===== src/logic/amd_pkg.sv =====
/*
 * Package for the operand addressing-mode decoder: mode codes, register
 * indices, the request/answer structs and reset values.
 * Assumes a single 40 MHz clock domain; nothing else is shared.
 */
`default_nettype none

package amd_pkg;

	// Mode field codes
	localparam logic [4:0] MODE_REG_REL_LO = 5'h08; // 01000 .. 01111
	localparam logic [4:0] MODE_MEM_FRAME  = 5'h10;
	localparam logic [4:0] MODE_MEM_STACK  = 5'h11;
	localparam logic [4:0] MODE_MEM_STATIC = 5'h12;
	localparam logic [4:0] MODE_RESERVED   = 5'h13;
	localparam logic [4:0] MODE_IMMEDIATE  = 5'h14;
	localparam logic [4:0] MODE_ABSOLUTE   = 5'h15;
	localparam logic [4:0] MODE_EXTERNAL   = 5'h16;
	localparam logic [4:0] MODE_TOP_STACK  = 5'h17;
	localparam logic [4:0] MODE_SP_FRAME   = 5'h18;
	localparam logic [4:0] MODE_SP_STACK   = 5'h19;
	localparam logic [4:0] MODE_SP_STATIC  = 5'h1B - 5'h01;
	localparam logic [4:0] MODE_SP_PROGRAM = 5'h1B;

	// Position of the stack-select bit in the status word
	localparam int PSW_STACK_SEL_BIT = 9;

	// Width of one link table entry in bytes
	localparam logic [31:0] LINK_ENTRY_BYTES = 32'h0000_0004;

	localparam logic [31:0] RESET_WORD = 32'h0000_0000;

	// Result kinds reported with each answer
	typedef enum logic [2:0] {
		AMD_KIND_NONE      = 3'h0,
		AMD_KIND_ADDRESS   = 3'h1,
		AMD_KIND_IMMEDIATE = 3'h2,
		AMD_KIND_RESERVED  = 3'h3
	} amd_kind_t;

	// Sequencer states, Gray coded along the pointer path
	typedef enum logic [1:0] {
		AMD_IDLE     = 2'b00,
		AMD_PTR_REQ  = 2'b01,
		AMD_PTR_WAIT = 2'b11,
		AMD_DONE     = 2'b10
	} amd_state_t;

	// One operand decode request
	typedef struct packed {
		logic [4:0]  mode;
		logic [31:0] disp1;
		logic [31:0] disp2;
		logic [31:0] imm_value;
		logic        is_write;
		logic [2:0]  access_bytes;
	} amd_req_t;

	// Processor base registers seen by the decoder
	typedef struct packed {
		logic [31:0] frame_base_register;
		logic [31:0] static_base_register;
		logic [31:0] interrupt_stack_pointer;
		logic [31:0] user_stack_pointer;
		logic [31:0] program_counter;
		logic [31:0] link_table_base;
		logic [31:0] processor_status_word;
	} amd_bases_t;

	// Decoder answer
	typedef struct packed {
		amd_kind_t   kind;
		logic [31:0] value;
	} amd_resp_t;

endpackage

`default_nettype wire


===== src/logic/amd_adder.sv =====
/*
 * Small registered-free 32-bit adder used for every address sum except the pop step of the stack pointer.
 * Assumes operands are already selected; wraps modulo 2^32.
 */
`default_nettype none

module amd_adder (
	input  wire logic [31:0] a,
	input  wire logic [31:0] b,
	output logic      [31:0] sum
);

	// Address arithmetic wraps, as the address space is 32 bits
	assign sum = a + b;

endmodule

`default_nettype wire


===== src/logic/amd_decoder.sv =====
/*
 * Operand addressing-mode decoder: turns a 5-bit mode field with its
 * displacements into an effective address or an immediate value,
 * including pointer fetches and top-of-stack push/pop.
 * Assumes the base registers are stable during a request and that the
 * memory side answers a pointer read with PTR_VALID, one word.
 */
`default_nettype none

module amd_decoder (
	input  wire logic                SYS_CLK,
	input  wire logic                RESETN,
	input  wire logic                REQ_VALID,
	input  wire amd_pkg::amd_req_t   REQ,
	input  wire amd_pkg::amd_bases_t BASES,
	input  wire logic [255:0]        GEN_REGS,
	input  wire logic                PTR_VALID,
	input  wire logic [31:0]         PTR_DATA,
	output logic                     BUSY,
	output logic                     PTR_REQ,
	output logic [31:0]              PTR_ADDR,
	output logic                     RESP_VALID,
	output amd_pkg::amd_resp_t       RESP,
	output logic                     SP_UPDATE,
	output logic                     SP_SEL_USER,
	output logic [31:0]              SP_NEW
);

	amd_pkg::amd_state_t state_reg;
	amd_pkg::amd_state_t state_next;
	logic [31:0]         disp2_reg;
	logic [31:0]         a_op;
	logic [31:0]         b_op;
	logic [31:0]         sum;
	logic [31:0]         ptr_sum;
	logic [31:0]         cur_sp;
	logic                sel_user;
	logic [31:0]         gen_reg;
	logic [31:0]         size_ext;
	logic                is_ptr_mode;
	logic [31:0]         neg_size;
	logic [31:0]         sp_after;
	logic                is_direct_addr;

	// Stack select from the status word
	assign sel_user = BASES.processor_status_word[amd_pkg::PSW_STACK_SEL_BIT];
	assign cur_sp   = sel_user ? BASES.user_stack_pointer
	                           : BASES.interrupt_stack_pointer;
	assign gen_reg  = GEN_REGS[{REQ.mode[2:0], 5'b0_0000} +: 32];
	assign size_ext = {29'h0000_0000, REQ.access_bytes};

	// Push grows the stack downward by the operand size
	assign neg_size = ~size_ext + 32'h0000_0001;

	// Pointer-fetch modes need a memory read before the answer
	assign is_ptr_mode = (REQ.mode == amd_pkg::MODE_MEM_FRAME)
	                  || (REQ.mode == amd_pkg::MODE_MEM_STACK)
	                  || (REQ.mode == amd_pkg::MODE_MEM_STATIC)
	                  || (REQ.mode == amd_pkg::MODE_EXTERNAL);

	// Modes answered straight from the shared adder, no memory read
	assign is_direct_addr = (REQ.mode[4:3] == 2'b01)
	                     || (REQ.mode == amd_pkg::MODE_TOP_STACK)
	                     || (REQ.mode[4:3] == 2'b11 && !REQ.mode[2]);

	// Operand selection for the one shared adder
	// Unlisted modes add disp1 to zero; of these only absolute answers an address
	always_comb begin
		a_op = amd_pkg::RESET_WORD;
		b_op = REQ.disp1;
		if (REQ.mode[4:3] == 2'b01) begin
			a_op = gen_reg;
		end else begin
			case (REQ.mode)
			amd_pkg::MODE_MEM_FRAME:  a_op = BASES.frame_base_register;
			amd_pkg::MODE_MEM_STACK:  a_op = cur_sp;
			amd_pkg::MODE_MEM_STATIC: a_op = BASES.static_base_register;
			amd_pkg::MODE_EXTERNAL: begin
				// Entry index scaled to bytes
				a_op = BASES.link_table_base;
				b_op = {REQ.disp1[29:0], 2'b00};
			end
			amd_pkg::MODE_TOP_STACK: begin
				// Push moves the pointer down before the write
				a_op = cur_sp;
				b_op = REQ.is_write ? neg_size : amd_pkg::RESET_WORD;
			end
			amd_pkg::MODE_SP_FRAME:   a_op = BASES.frame_base_register;
			amd_pkg::MODE_SP_STACK:   a_op = cur_sp;
			amd_pkg::MODE_SP_STATIC:  a_op = BASES.static_base_register;
			amd_pkg::MODE_SP_PROGRAM: a_op = BASES.program_counter;
			default:                  a_op = amd_pkg::RESET_WORD;
			endcase
		end
	end

	// One adder forms every direct address; the second adds disp2 to
	// the fetched pointer in the cycle PTR_VALID brings it, at least two cycles after the address sum
	amd_adder u_addr_add (
		.a   (a_op),
		.b   (b_op),
		.sum (sum)
	);

	amd_adder u_ptr_add (
		.a   (PTR_DATA),
		.b   (disp2_reg),
		.sum (ptr_sum)
	);

	// New pointer after a push or pop; a push leaves it on the word it
	// writes, a pop steps it past the word it read
	assign sp_after = REQ.is_write ? sum : sum + size_ext;

	// Sequencer next state
	// Requests outside idle are dropped, never queued
	always_comb begin
		state_next = state_reg;
		case (state_reg)
		amd_pkg::AMD_IDLE:
			if (REQ_VALID && is_ptr_mode)
				state_next = amd_pkg::AMD_PTR_REQ;
		amd_pkg::AMD_PTR_REQ:  state_next = amd_pkg::AMD_PTR_WAIT;
		amd_pkg::AMD_PTR_WAIT:
			if (PTR_VALID)
				state_next = amd_pkg::AMD_DONE;
		amd_pkg::AMD_DONE:     state_next = amd_pkg::AMD_IDLE;
		default:               state_next = amd_pkg::AMD_IDLE;
		endcase
	end

	// State register; only reset can abandon a pointer fetch
	always_ff @(posedge SYS_CLK or negedge RESETN) begin
		if (!RESETN)
			state_reg <= amd_pkg::AMD_IDLE;
		else
			state_reg <= state_next;
	end

	// Pointer request: address is base plus disp1 (disp1 times 4 for external), held until answered
	// disp2 is kept here since REQ may change while the fetch runs
	always_ff @(posedge SYS_CLK or negedge RESETN) begin
		if (!RESETN) begin
			PTR_REQ   <= 1'b0;
			PTR_ADDR  <= amd_pkg::RESET_WORD;
			disp2_reg <= amd_pkg::RESET_WORD;
		end else if (state_reg == amd_pkg::AMD_IDLE && REQ_VALID
		             && is_ptr_mode) begin
			PTR_REQ   <= 1'b1;
			PTR_ADDR  <= sum;
			disp2_reg <= REQ.disp2;
		end else if (state_reg == amd_pkg::AMD_PTR_WAIT && PTR_VALID) begin
			PTR_REQ   <= 1'b0;
		end
	end

	// Busy while a pointer fetch is outstanding and through the cycle that shows its answer
	// Taken from the next state so it rises in the cycle after a take
	always_ff @(posedge SYS_CLK or negedge RESETN) begin
		if (!RESETN)
			BUSY <= 1'b0;
		else
			BUSY <= (state_next != amd_pkg::AMD_IDLE);
	end

	// Answer: immediate, reserved, direct address or pointer sum
	// Undecoded codes answer reserved with a zero value
	always_ff @(posedge SYS_CLK or negedge RESETN) begin
		if (!RESETN) begin
			RESP_VALID <= 1'b0;
			RESP       <= '{amd_pkg::AMD_KIND_NONE, amd_pkg::RESET_WORD};
		end else begin
			RESP_VALID <= 1'b0;
			if (state_reg == amd_pkg::AMD_PTR_WAIT && PTR_VALID) begin
				RESP_VALID <= 1'b1;
				RESP <= '{amd_pkg::AMD_KIND_ADDRESS, ptr_sum};
			end else if (state_reg == amd_pkg::AMD_IDLE && REQ_VALID
			             && !is_ptr_mode) begin
				RESP_VALID <= 1'b1;
				if (REQ.mode == amd_pkg::MODE_IMMEDIATE)
					RESP <= '{amd_pkg::AMD_KIND_IMMEDIATE,
					          REQ.imm_value};
				else if (REQ.mode == amd_pkg::MODE_ABSOLUTE)
					RESP <= '{amd_pkg::AMD_KIND_ADDRESS, REQ.disp1};
				else if (is_direct_addr)
					RESP <= '{amd_pkg::AMD_KIND_ADDRESS, sum};
				else
					RESP <= '{amd_pkg::AMD_KIND_RESERVED,
					          amd_pkg::RESET_WORD};
			end
		end
	end

	// Top of stack: report new pointer for the selected stack
	// SP_SEL_USER keeps its last value between updates
	always_ff @(posedge SYS_CLK or negedge RESETN) begin
		if (!RESETN) begin
			SP_UPDATE   <= 1'b0;
			SP_SEL_USER <= 1'b0;
			SP_NEW      <= amd_pkg::RESET_WORD;
		end else begin
			SP_UPDATE <= 1'b0;
			if (state_reg == amd_pkg::AMD_IDLE && REQ_VALID
			    && REQ.mode == amd_pkg::MODE_TOP_STACK) begin
				SP_UPDATE   <= 1'b1;
				SP_SEL_USER <= sel_user;
				SP_NEW      <= sp_after;
			end
		end
	end

endmodule

`default_nettype wire


===== config.mk =====
export PLATFORM = sky130hd
export DESIGN_NAME = amd_decoder
export DESIGN_NICKNAME = d
export VERILOG_FILES = /design/src/logic/amd_pkg.sv /design/src/logic/amd_adder.sv /design/src/logic/amd_decoder.sv
export SDC_FILE = /design/constraint.sdc
export NUM_CORES = 1
export LEC_CHECK = 0
export BUFFER_PORTS_ARGS = -buffer_cell sky130_fd_sc_hd__clkbuf_2
export CORE_AREA = 2 2 285 287
export CTS_BUF_LIST = sky130_fd_sc_hd__clkbuf_2
export CTS_CLUSTER_DIAMETER = 150
export DETAILED_ROUTE_END_ITERATION = 10
export DIE_AREA = 0 0 287 289
export PLACE_DENSITY = 0.36
export SYNTH_ARGS = -nofsm -noshare
export SYNTH_HDL_FRONTEND = slang
export SYNTH_SLANG_ARGS = --single-unit

===== constraint.sdc =====
create_clock -name SYS_CLK -period 3.01 [get_ports SYS_CLK]
set_input_delay 0.4515 -clock SYS_CLK [delete_from_list [all_inputs] [get_ports SYS_CLK]]
set_output_delay 0.4515 -clock SYS_CLK [all_outputs]
set_load 0.02 [all_outputs]

==> results.toml, run 1 <==
[outcome]
status = "finished, violations left"
failed_checks = "setup timing"

[place]
place_inst = 3562
dp_hpwl_um = 80700
io_buffers = 692
dp_slack_ns = -2.50
gp_congestion = 0.949

[critical_path]
required_ns = 3.82
crit_path_end_kind = "flip-flop"
arrival_ns = 4.84
r2r_cells = 14
cp-start-kind = "input port"
crit_type = "input port to flip-flop"
worst-path-max-fanout = 6
ff2ff_setup_slack_ns = -0.20

[logic_synthesis]
synth_compound_area_frac = 0.250
synth-seq-cells = 137
syn_avg_cell_area_um2 = 8.98
synth_mux_area_frac = 0.215
syn_area_mm2 = 0.0136
syn-num-nets = 2207
async_reset_ff_frac = 1.00
synth_fa_ha_area_frac = 0.0660
yosysUniqueCellTypes = 84
synth_top_family_by_area = "compound AO/OA/AOI/OAI gates"
synth_edf_count = 0
synth_area_leaders = "dfrtp_1 (25%), mux4_2 (11%), o21ai_0 (6.7%)"
synth_seq_area_share = 0.252
synthCells = 1516
synthXorXnorAreaFrac = 0.0508
ys.flop_type = "dfrtp_1"
synth_top_area_frac = 0.252
synth_top_area_cell = "dfrtp_1"
synth_warnings = 0
synth-simple-area-share = 0.130

[detailed_routing]
firstDrtPassIters = 6
drt_iter0_markers = 1003
drtAntennaViolNets = 0
wl_per_cell_um = 25.5
viasPerCell = 4.66
via_count = 17400
finalWirelength_um = 95400
route.detailed.drc = 0

[layout]
max_flop_register = "RESP"
area_growth_pct = 85.7
final_common_cell = "clkbuf_2"
mostFrequentLayoutCells = "clkbuf_2 (705), buf_4 (374), dfrtp_1 (137)"
fin_cells = 3739
drive_above_1_share = 0.614
nets = 3348
largest_reg_flops = 34

[global_route]
grt_pass1_vias = 18400
antenna_found_initial = 29
grt-ovfl-total = 0
grt_pass1_wl_um = 132000
grt_max_degree = 85
gr-usage-all-layers = 0.222

[power]
powerDensity_mw_per_mm2 = 578
p_comb_frac = 0.695
power_mw = 14.6
seq_power_share = 0.224
pwr-share-clk = 0.081
intPower_mw = 7.81
switching_share = 0.465
switchingPower_mw = 6.79
worst_ir_drop_vdd_mv = 0.315
p_leak_nw = 11.8

[die]
die_area_mm2 = 0.0829
start_util = 0.170
row_count = 104
core-area_mm2 = 0.0799
die_w_um = 287
ios = 725
die_y_um = 289

[clock_network]
clock_latency_ns = 0.86
cts_tree = "done"
cts_sinks = 137
cts_root_buf = "clkbuf_2"
cts_buffers = 17
clockBufferDepth = 2
htreeDepth = 4
clkTransAtPathRegs_ns = 0.23

[hold_path]
hold_depth = 5
hold_class = "input port to flip-flop"

[timing]
slew_violations = 0
post-route-min-period_ns = 4.03
period_share = 1.34
setup_violations = 61
finalClockSkew_ns = 0.0407
setup_tns_ns = -30.38
max_freq_ghz = 0.248
hold_viol = 0
rsz0062_at_grt = "true"
relSlewSlack = 0.495
fin_ws_ns = -1.02
tightest_slew_ns = 0.758

[run]
cap_violations = 0
==> power by group through the flow <==
stage               Sequential, mW  Combinational [mW]  Clock [mW]
floorplan                     3.87                3.91           0
CTS                           3.28                9.68        1.26
global placement              3.30                8.75           0
finish                        3.27                10.2        1.19
global route                  3.37                11.0        1.32
detailed placement            3.33                8.74           0
==> per-layer routing <==
layer,vias up,GRT usage,wire length [um]
met5,-,0,109
met4,16,0.0654,2350
met3,106,0.0409,5140
met2,603,0.400,48200
met1,8569,0.268,39600
li1,8127,-,-
==> per-stage QoR <==
step,hold slack [ns],instance area [um2],utilization
floorplan,0.156,14000,-
global placement,0.439,21500,0.269
detailed placement,0.452,21500,0.269
CTS,0.00236,24200,0.303
global route,0.0558,25300,0.316
finish,0.0938,25300,0.316
==> cell families (layout without fill, tap and decap cells) <==
family                   after synthesis  count (layout)
other                                  1              10
adder cells (fa/ha/maj)               70              70
AO/OA/AOI/OAI                        528             528
flip-flops                           137             137
XOR/XNOR                              79              79
multiplexers                         205             205
buffers and inverters                127            1280
AND/OR/NAND/NOR                      369             370
==> final timing paths <==
| path | end | startpoint |
|---|---|---|
| max | SP_NEW[27]$_DFFE_PN0P_ | REQ[102] |
| min | RESP[29]$_DFFE_PN0P_ | PTR_DATA[29] |
| max reg2reg | RESP[28]$_DFFE_PN0P_ | disp2_reg[0]$_DFFE_PN0P_ |
| min reg2reg | state_reg[1]$_DFF_PN0_ | state_reg[0]$_DFF_PN0_ |
| max in group asynchronous | RESP[21]$_DFFE_PN0P_ | RESETN |
| min in group asynchronous | disp2_reg[31]$_DFFE_PN0P_ | RESETN |
==> area by class of cell <==
| type | instances | area, um2 |
|---|---|---|
| fill | 8544 | 54600 |
| tap | 1060 | 1330 |
| sequential | 137 | 3430 |
| timing repair buffer | 1229 | 8320 |
| multi-input combinational | 1253 | 11900 |
| inverter | 19 | 76.3 |
| antenna | 9 | 22.5 |
| clock inverter | 14 | 146 |
| clock buffer | 18 | 90.1 |
==> critical path, stage by stage <==
cell and delay, ns:
buf_8 0.12, buf_6 0.13, nand2_4 0.07, nor2_4 0.04, o211ai_1 0.17, buf_4 0.17, buf_8 0.13, o21ai_2 0.07
a21oi_2 0.16, o21ai_2 0.09, ha_2 0.21, fa_2 0.39, a211oi_4 0.36, o21ai_4 0.13, a22oi_2 0.22, xor2_2 0.11
or3_4 0.34, or4b_4 0.58, nor4_4 0.18, or3b_4 0.43, xnor2_2 0.14, o21ai_1 0.12
==> cell usage after synthesis (32+ instances only) <==
master and number:
o21ai_0 183, nand2_1 147, dfrtp_1 137, a21oi_1 121, clkbuf_1 95, nor2_1 82
mux2i_1 81, ha_1 67, mux4_2 64, mux2_2 60, a211oi_1 41, xnor2_1 41
xor2_1 38, a222oi_1 32, o211ai_1 32
==> repair_timing <==
action,4_1_cts,5_1_grt
hold endpoints to repair,173,0
hold buffers,51,0
buffers inserted,67,37
endpoints found under the setup margin,69,73
resized for setup,340,195
pin swaps,106,107
cloned,5,0
Note: power is estimated with default switching activity, not from simulation.
==> inputs of run 2 (changes only) <==
--- a/config.mk
+++ b/config.mk
@@ -11,7 +11,6 @@
 export CTS_CLUSTER_DIAMETER = 150
 export DETAILED_ROUTE_END_ITERATION = 10
 export DIE_AREA = 0 0 287 289
-export PLACE_DENSITY = 0.36
 export SYNTH_ARGS = -nofsm -noshare
 export SYNTH_HDL_FRONTEND = slang
 export SYNTH_SLANG_ARGS = --single-unit
==> constraint.sdc (replaced) <==
create_clock -name SYS_CLK -period 3.01 [get_ports SYS_CLK]
set_input_delay 0.4515 -clock SYS_CLK [delete_from_list [all_inputs] [get_ports SYS_CLK]]
set_output_delay 0.4515 -clock SYS_CLK [all_outputs]
set_load 0.005 [all_outputs]
==> run 2 against run 1 <==
- the run still ends with setup timing left
- register-to-register slack worse by 0.15 ns
- wire length up 0.36%
- global-route usage down 0.11 points
- worst setup slack worse by 0.00058 ns
- cell area down 0.20%
- total power down 3.6%
- critical path type unchanged
==> results.toml, run 2 (synthesis results as in run 1) <==
[timing]
hold_slack_ns = 0.150
setup_violations = 61
period_share = 1.34
fin_ws_ns = -1.02
tightest_slew_ns = 0.875
hold_viol = 0
relSlewSlack = 0.416
finalClockSkew_ns = 0.0574
max_freq_ghz = 0.248
post-route-min-period_ns = 4.03
slew_violations = 0
rsz0062_at_grt = "true"
setup_tns_ns = -31.99

[place]
io_buffers = 692
placed_area_mm2 = 0.0215
gp_congestion = 0.945
dp_slack_ns = -2.34
place_inst = 3559
dp_hpwl_um = 79400

[layout]
fin_cells = 3775
final_common_cell = "clkbuf_2"
area_growth_pct = 85.3
final_design_area_no_fill_mm2 = 0.0252
largest_reg_flops = 34
mostFrequentLayoutCells = "clkbuf_2 (703), buf_4 (386), nand2_1 (139)"
nets = 3382
drive_above_1_share = 0.594
finish.utilization = 0.316
max_flop_register = "RESP"

[detailed_routing]
via_count = 17700
drt_iter0_markers = 1228
finalWirelength_um = 95700
wl_per_cell_um = 25.4
drtAntennaViolNets = 0
firstDrtPassIters = 6
viasPerCell = 4.70
route.detailed.drc = 0

[critical_path]
cp-start-kind = "input port"
slowest_delay_ns = 0.39
crit_chain = "buf_8 > buf_6 > nand4b_1 > buf_4 > nor2_4 > a222oi_1 > o21ai_1 > a21oi_2 > o21ai_1 > ha_2 > fa_2 > a211oi_4 > o21ai_2 > buf_6 > a32oi_4 > buf_6 > o21bai_4 > xor2_2 > nand4_1 > nor4_4 > or3b_1 > xnor2_1 > o21ai_1"
required_ns = 3.80
worst-path-max-fanout = 6
slowest_stage = "fa_2"
crit_type = "input port to flip-flop"
crit_path_end_kind = "flip-flop"
timing.critical_path.buf_inv = 5
crit_family = "compound AO/OA/AOI/OAI gates"
arrival_ns = 4.82

[die]
start_util = 0.170
die_area_mm2 = 0.0829
die_w_um = 287
ios = 725
die_y_um = 289
core-area_mm2 = 0.0799
row_count = 104

[global_route]
grt-ovfl-total = 0
grt_pass1_vias = 18100
grt_pass1_wl_um = 130000
gr-usage-all-layers = 0.221
antenna_found_initial = 27
grt_max_degree = 85

[clock_network]
clkTransAtPathRegs_ns = 0.25
cts_tree = "done"
clock_latency_ns = 0.90
cts_root_buf = "clkbuf_2"
cts_sinks = 137
htreeDepth = 4
cts_buffers = 17
clockBufferDepth = 2

[outcome]
failed_checks = "setup timing"
status = "finished, violations left"

[power]
power_mw = 14.1
worst_ir_drop_vdd_mv = 0.428
powerDensity_mw_per_mm2 = 558
p_leak_nw = 11.8

[hold_path]
hold_class = "input port to flip-flop"

[run]
cap_violations = 0
-- run 2: worst min-delay path, delay by kind of cell --
kind,cells,cell delay (ns)
AOI/OAI and AO/OA,3,0.38
buffers and inverters,1,0.08
muxes,1,0.07
-- run 2: what timing repair did --
action	CTS	global route
buffers inserted	57	45
resized for setup	261	188
hold buffers	85	0
cloned	3	1
endpoints found under the hold margin	204	0
pin swaps	73	104
setup endpoints to repair	65	70
-- run 2: final cells by class --
class / count / area [um2]
multi-input combinational: 1254 / 11500
inverter: 19 / 76.3
clock inverter: 15 / 173
antenna: 11 / 27.5
timing repair buffer: 1262 / 8630
clock buffer: 17 / 85.1
fill: 8388 / 54700
tap: 1060 / 1330
sequential: 137 / 3430
-- run 2: metal layers --
layer	up-vias	GRT usage	wire length, um
li1	8215	-	-
met1	8640	0.273	39600
met2	747	0.382	46800
met3	121	0.0498	6660
met4	24	0.0659	2580
met5	-	0	159
-- run 2: where the power goes --
| part | switching, mW | internal, mW | total, mW |
|---|---|---|---|
| Combinational | 4.82 | 4.78 | 9.61 |
| Clock | 0.916 | 0.356 | 1.27 |
| Sequential | 0.525 | 2.67 | 3.20 |
-- run 2: final timing paths --
kind / to / slack [ns] / start / cells past startpoint
worst max-delay path: SP_NEW[27]$_DFFE_PN0P_ / -1.02 / REQ[101] / 23
worst min-delay path: RESP[12]$_DFFE_PN0P_ / 0.15 / REQ[16] / 5
worst max register to register: RESP[30]$_DFFE_PN0P_ / -0.35 / disp2_reg[0]$_DFFE_PN0P_ / 14
worst min register to register: state_reg[1]$_DFF_PN0_ / 0.51 / state_reg[0]$_DFF_PN0_ / 0
max in group asynchronous: disp2_reg[1]$_DFFE_PN0P_ / 1.92 / RESETN / 4
min in group asynchronous: disp2_reg[15]$_DFFE_PN0P_ / 0.67 / RESETN / 4
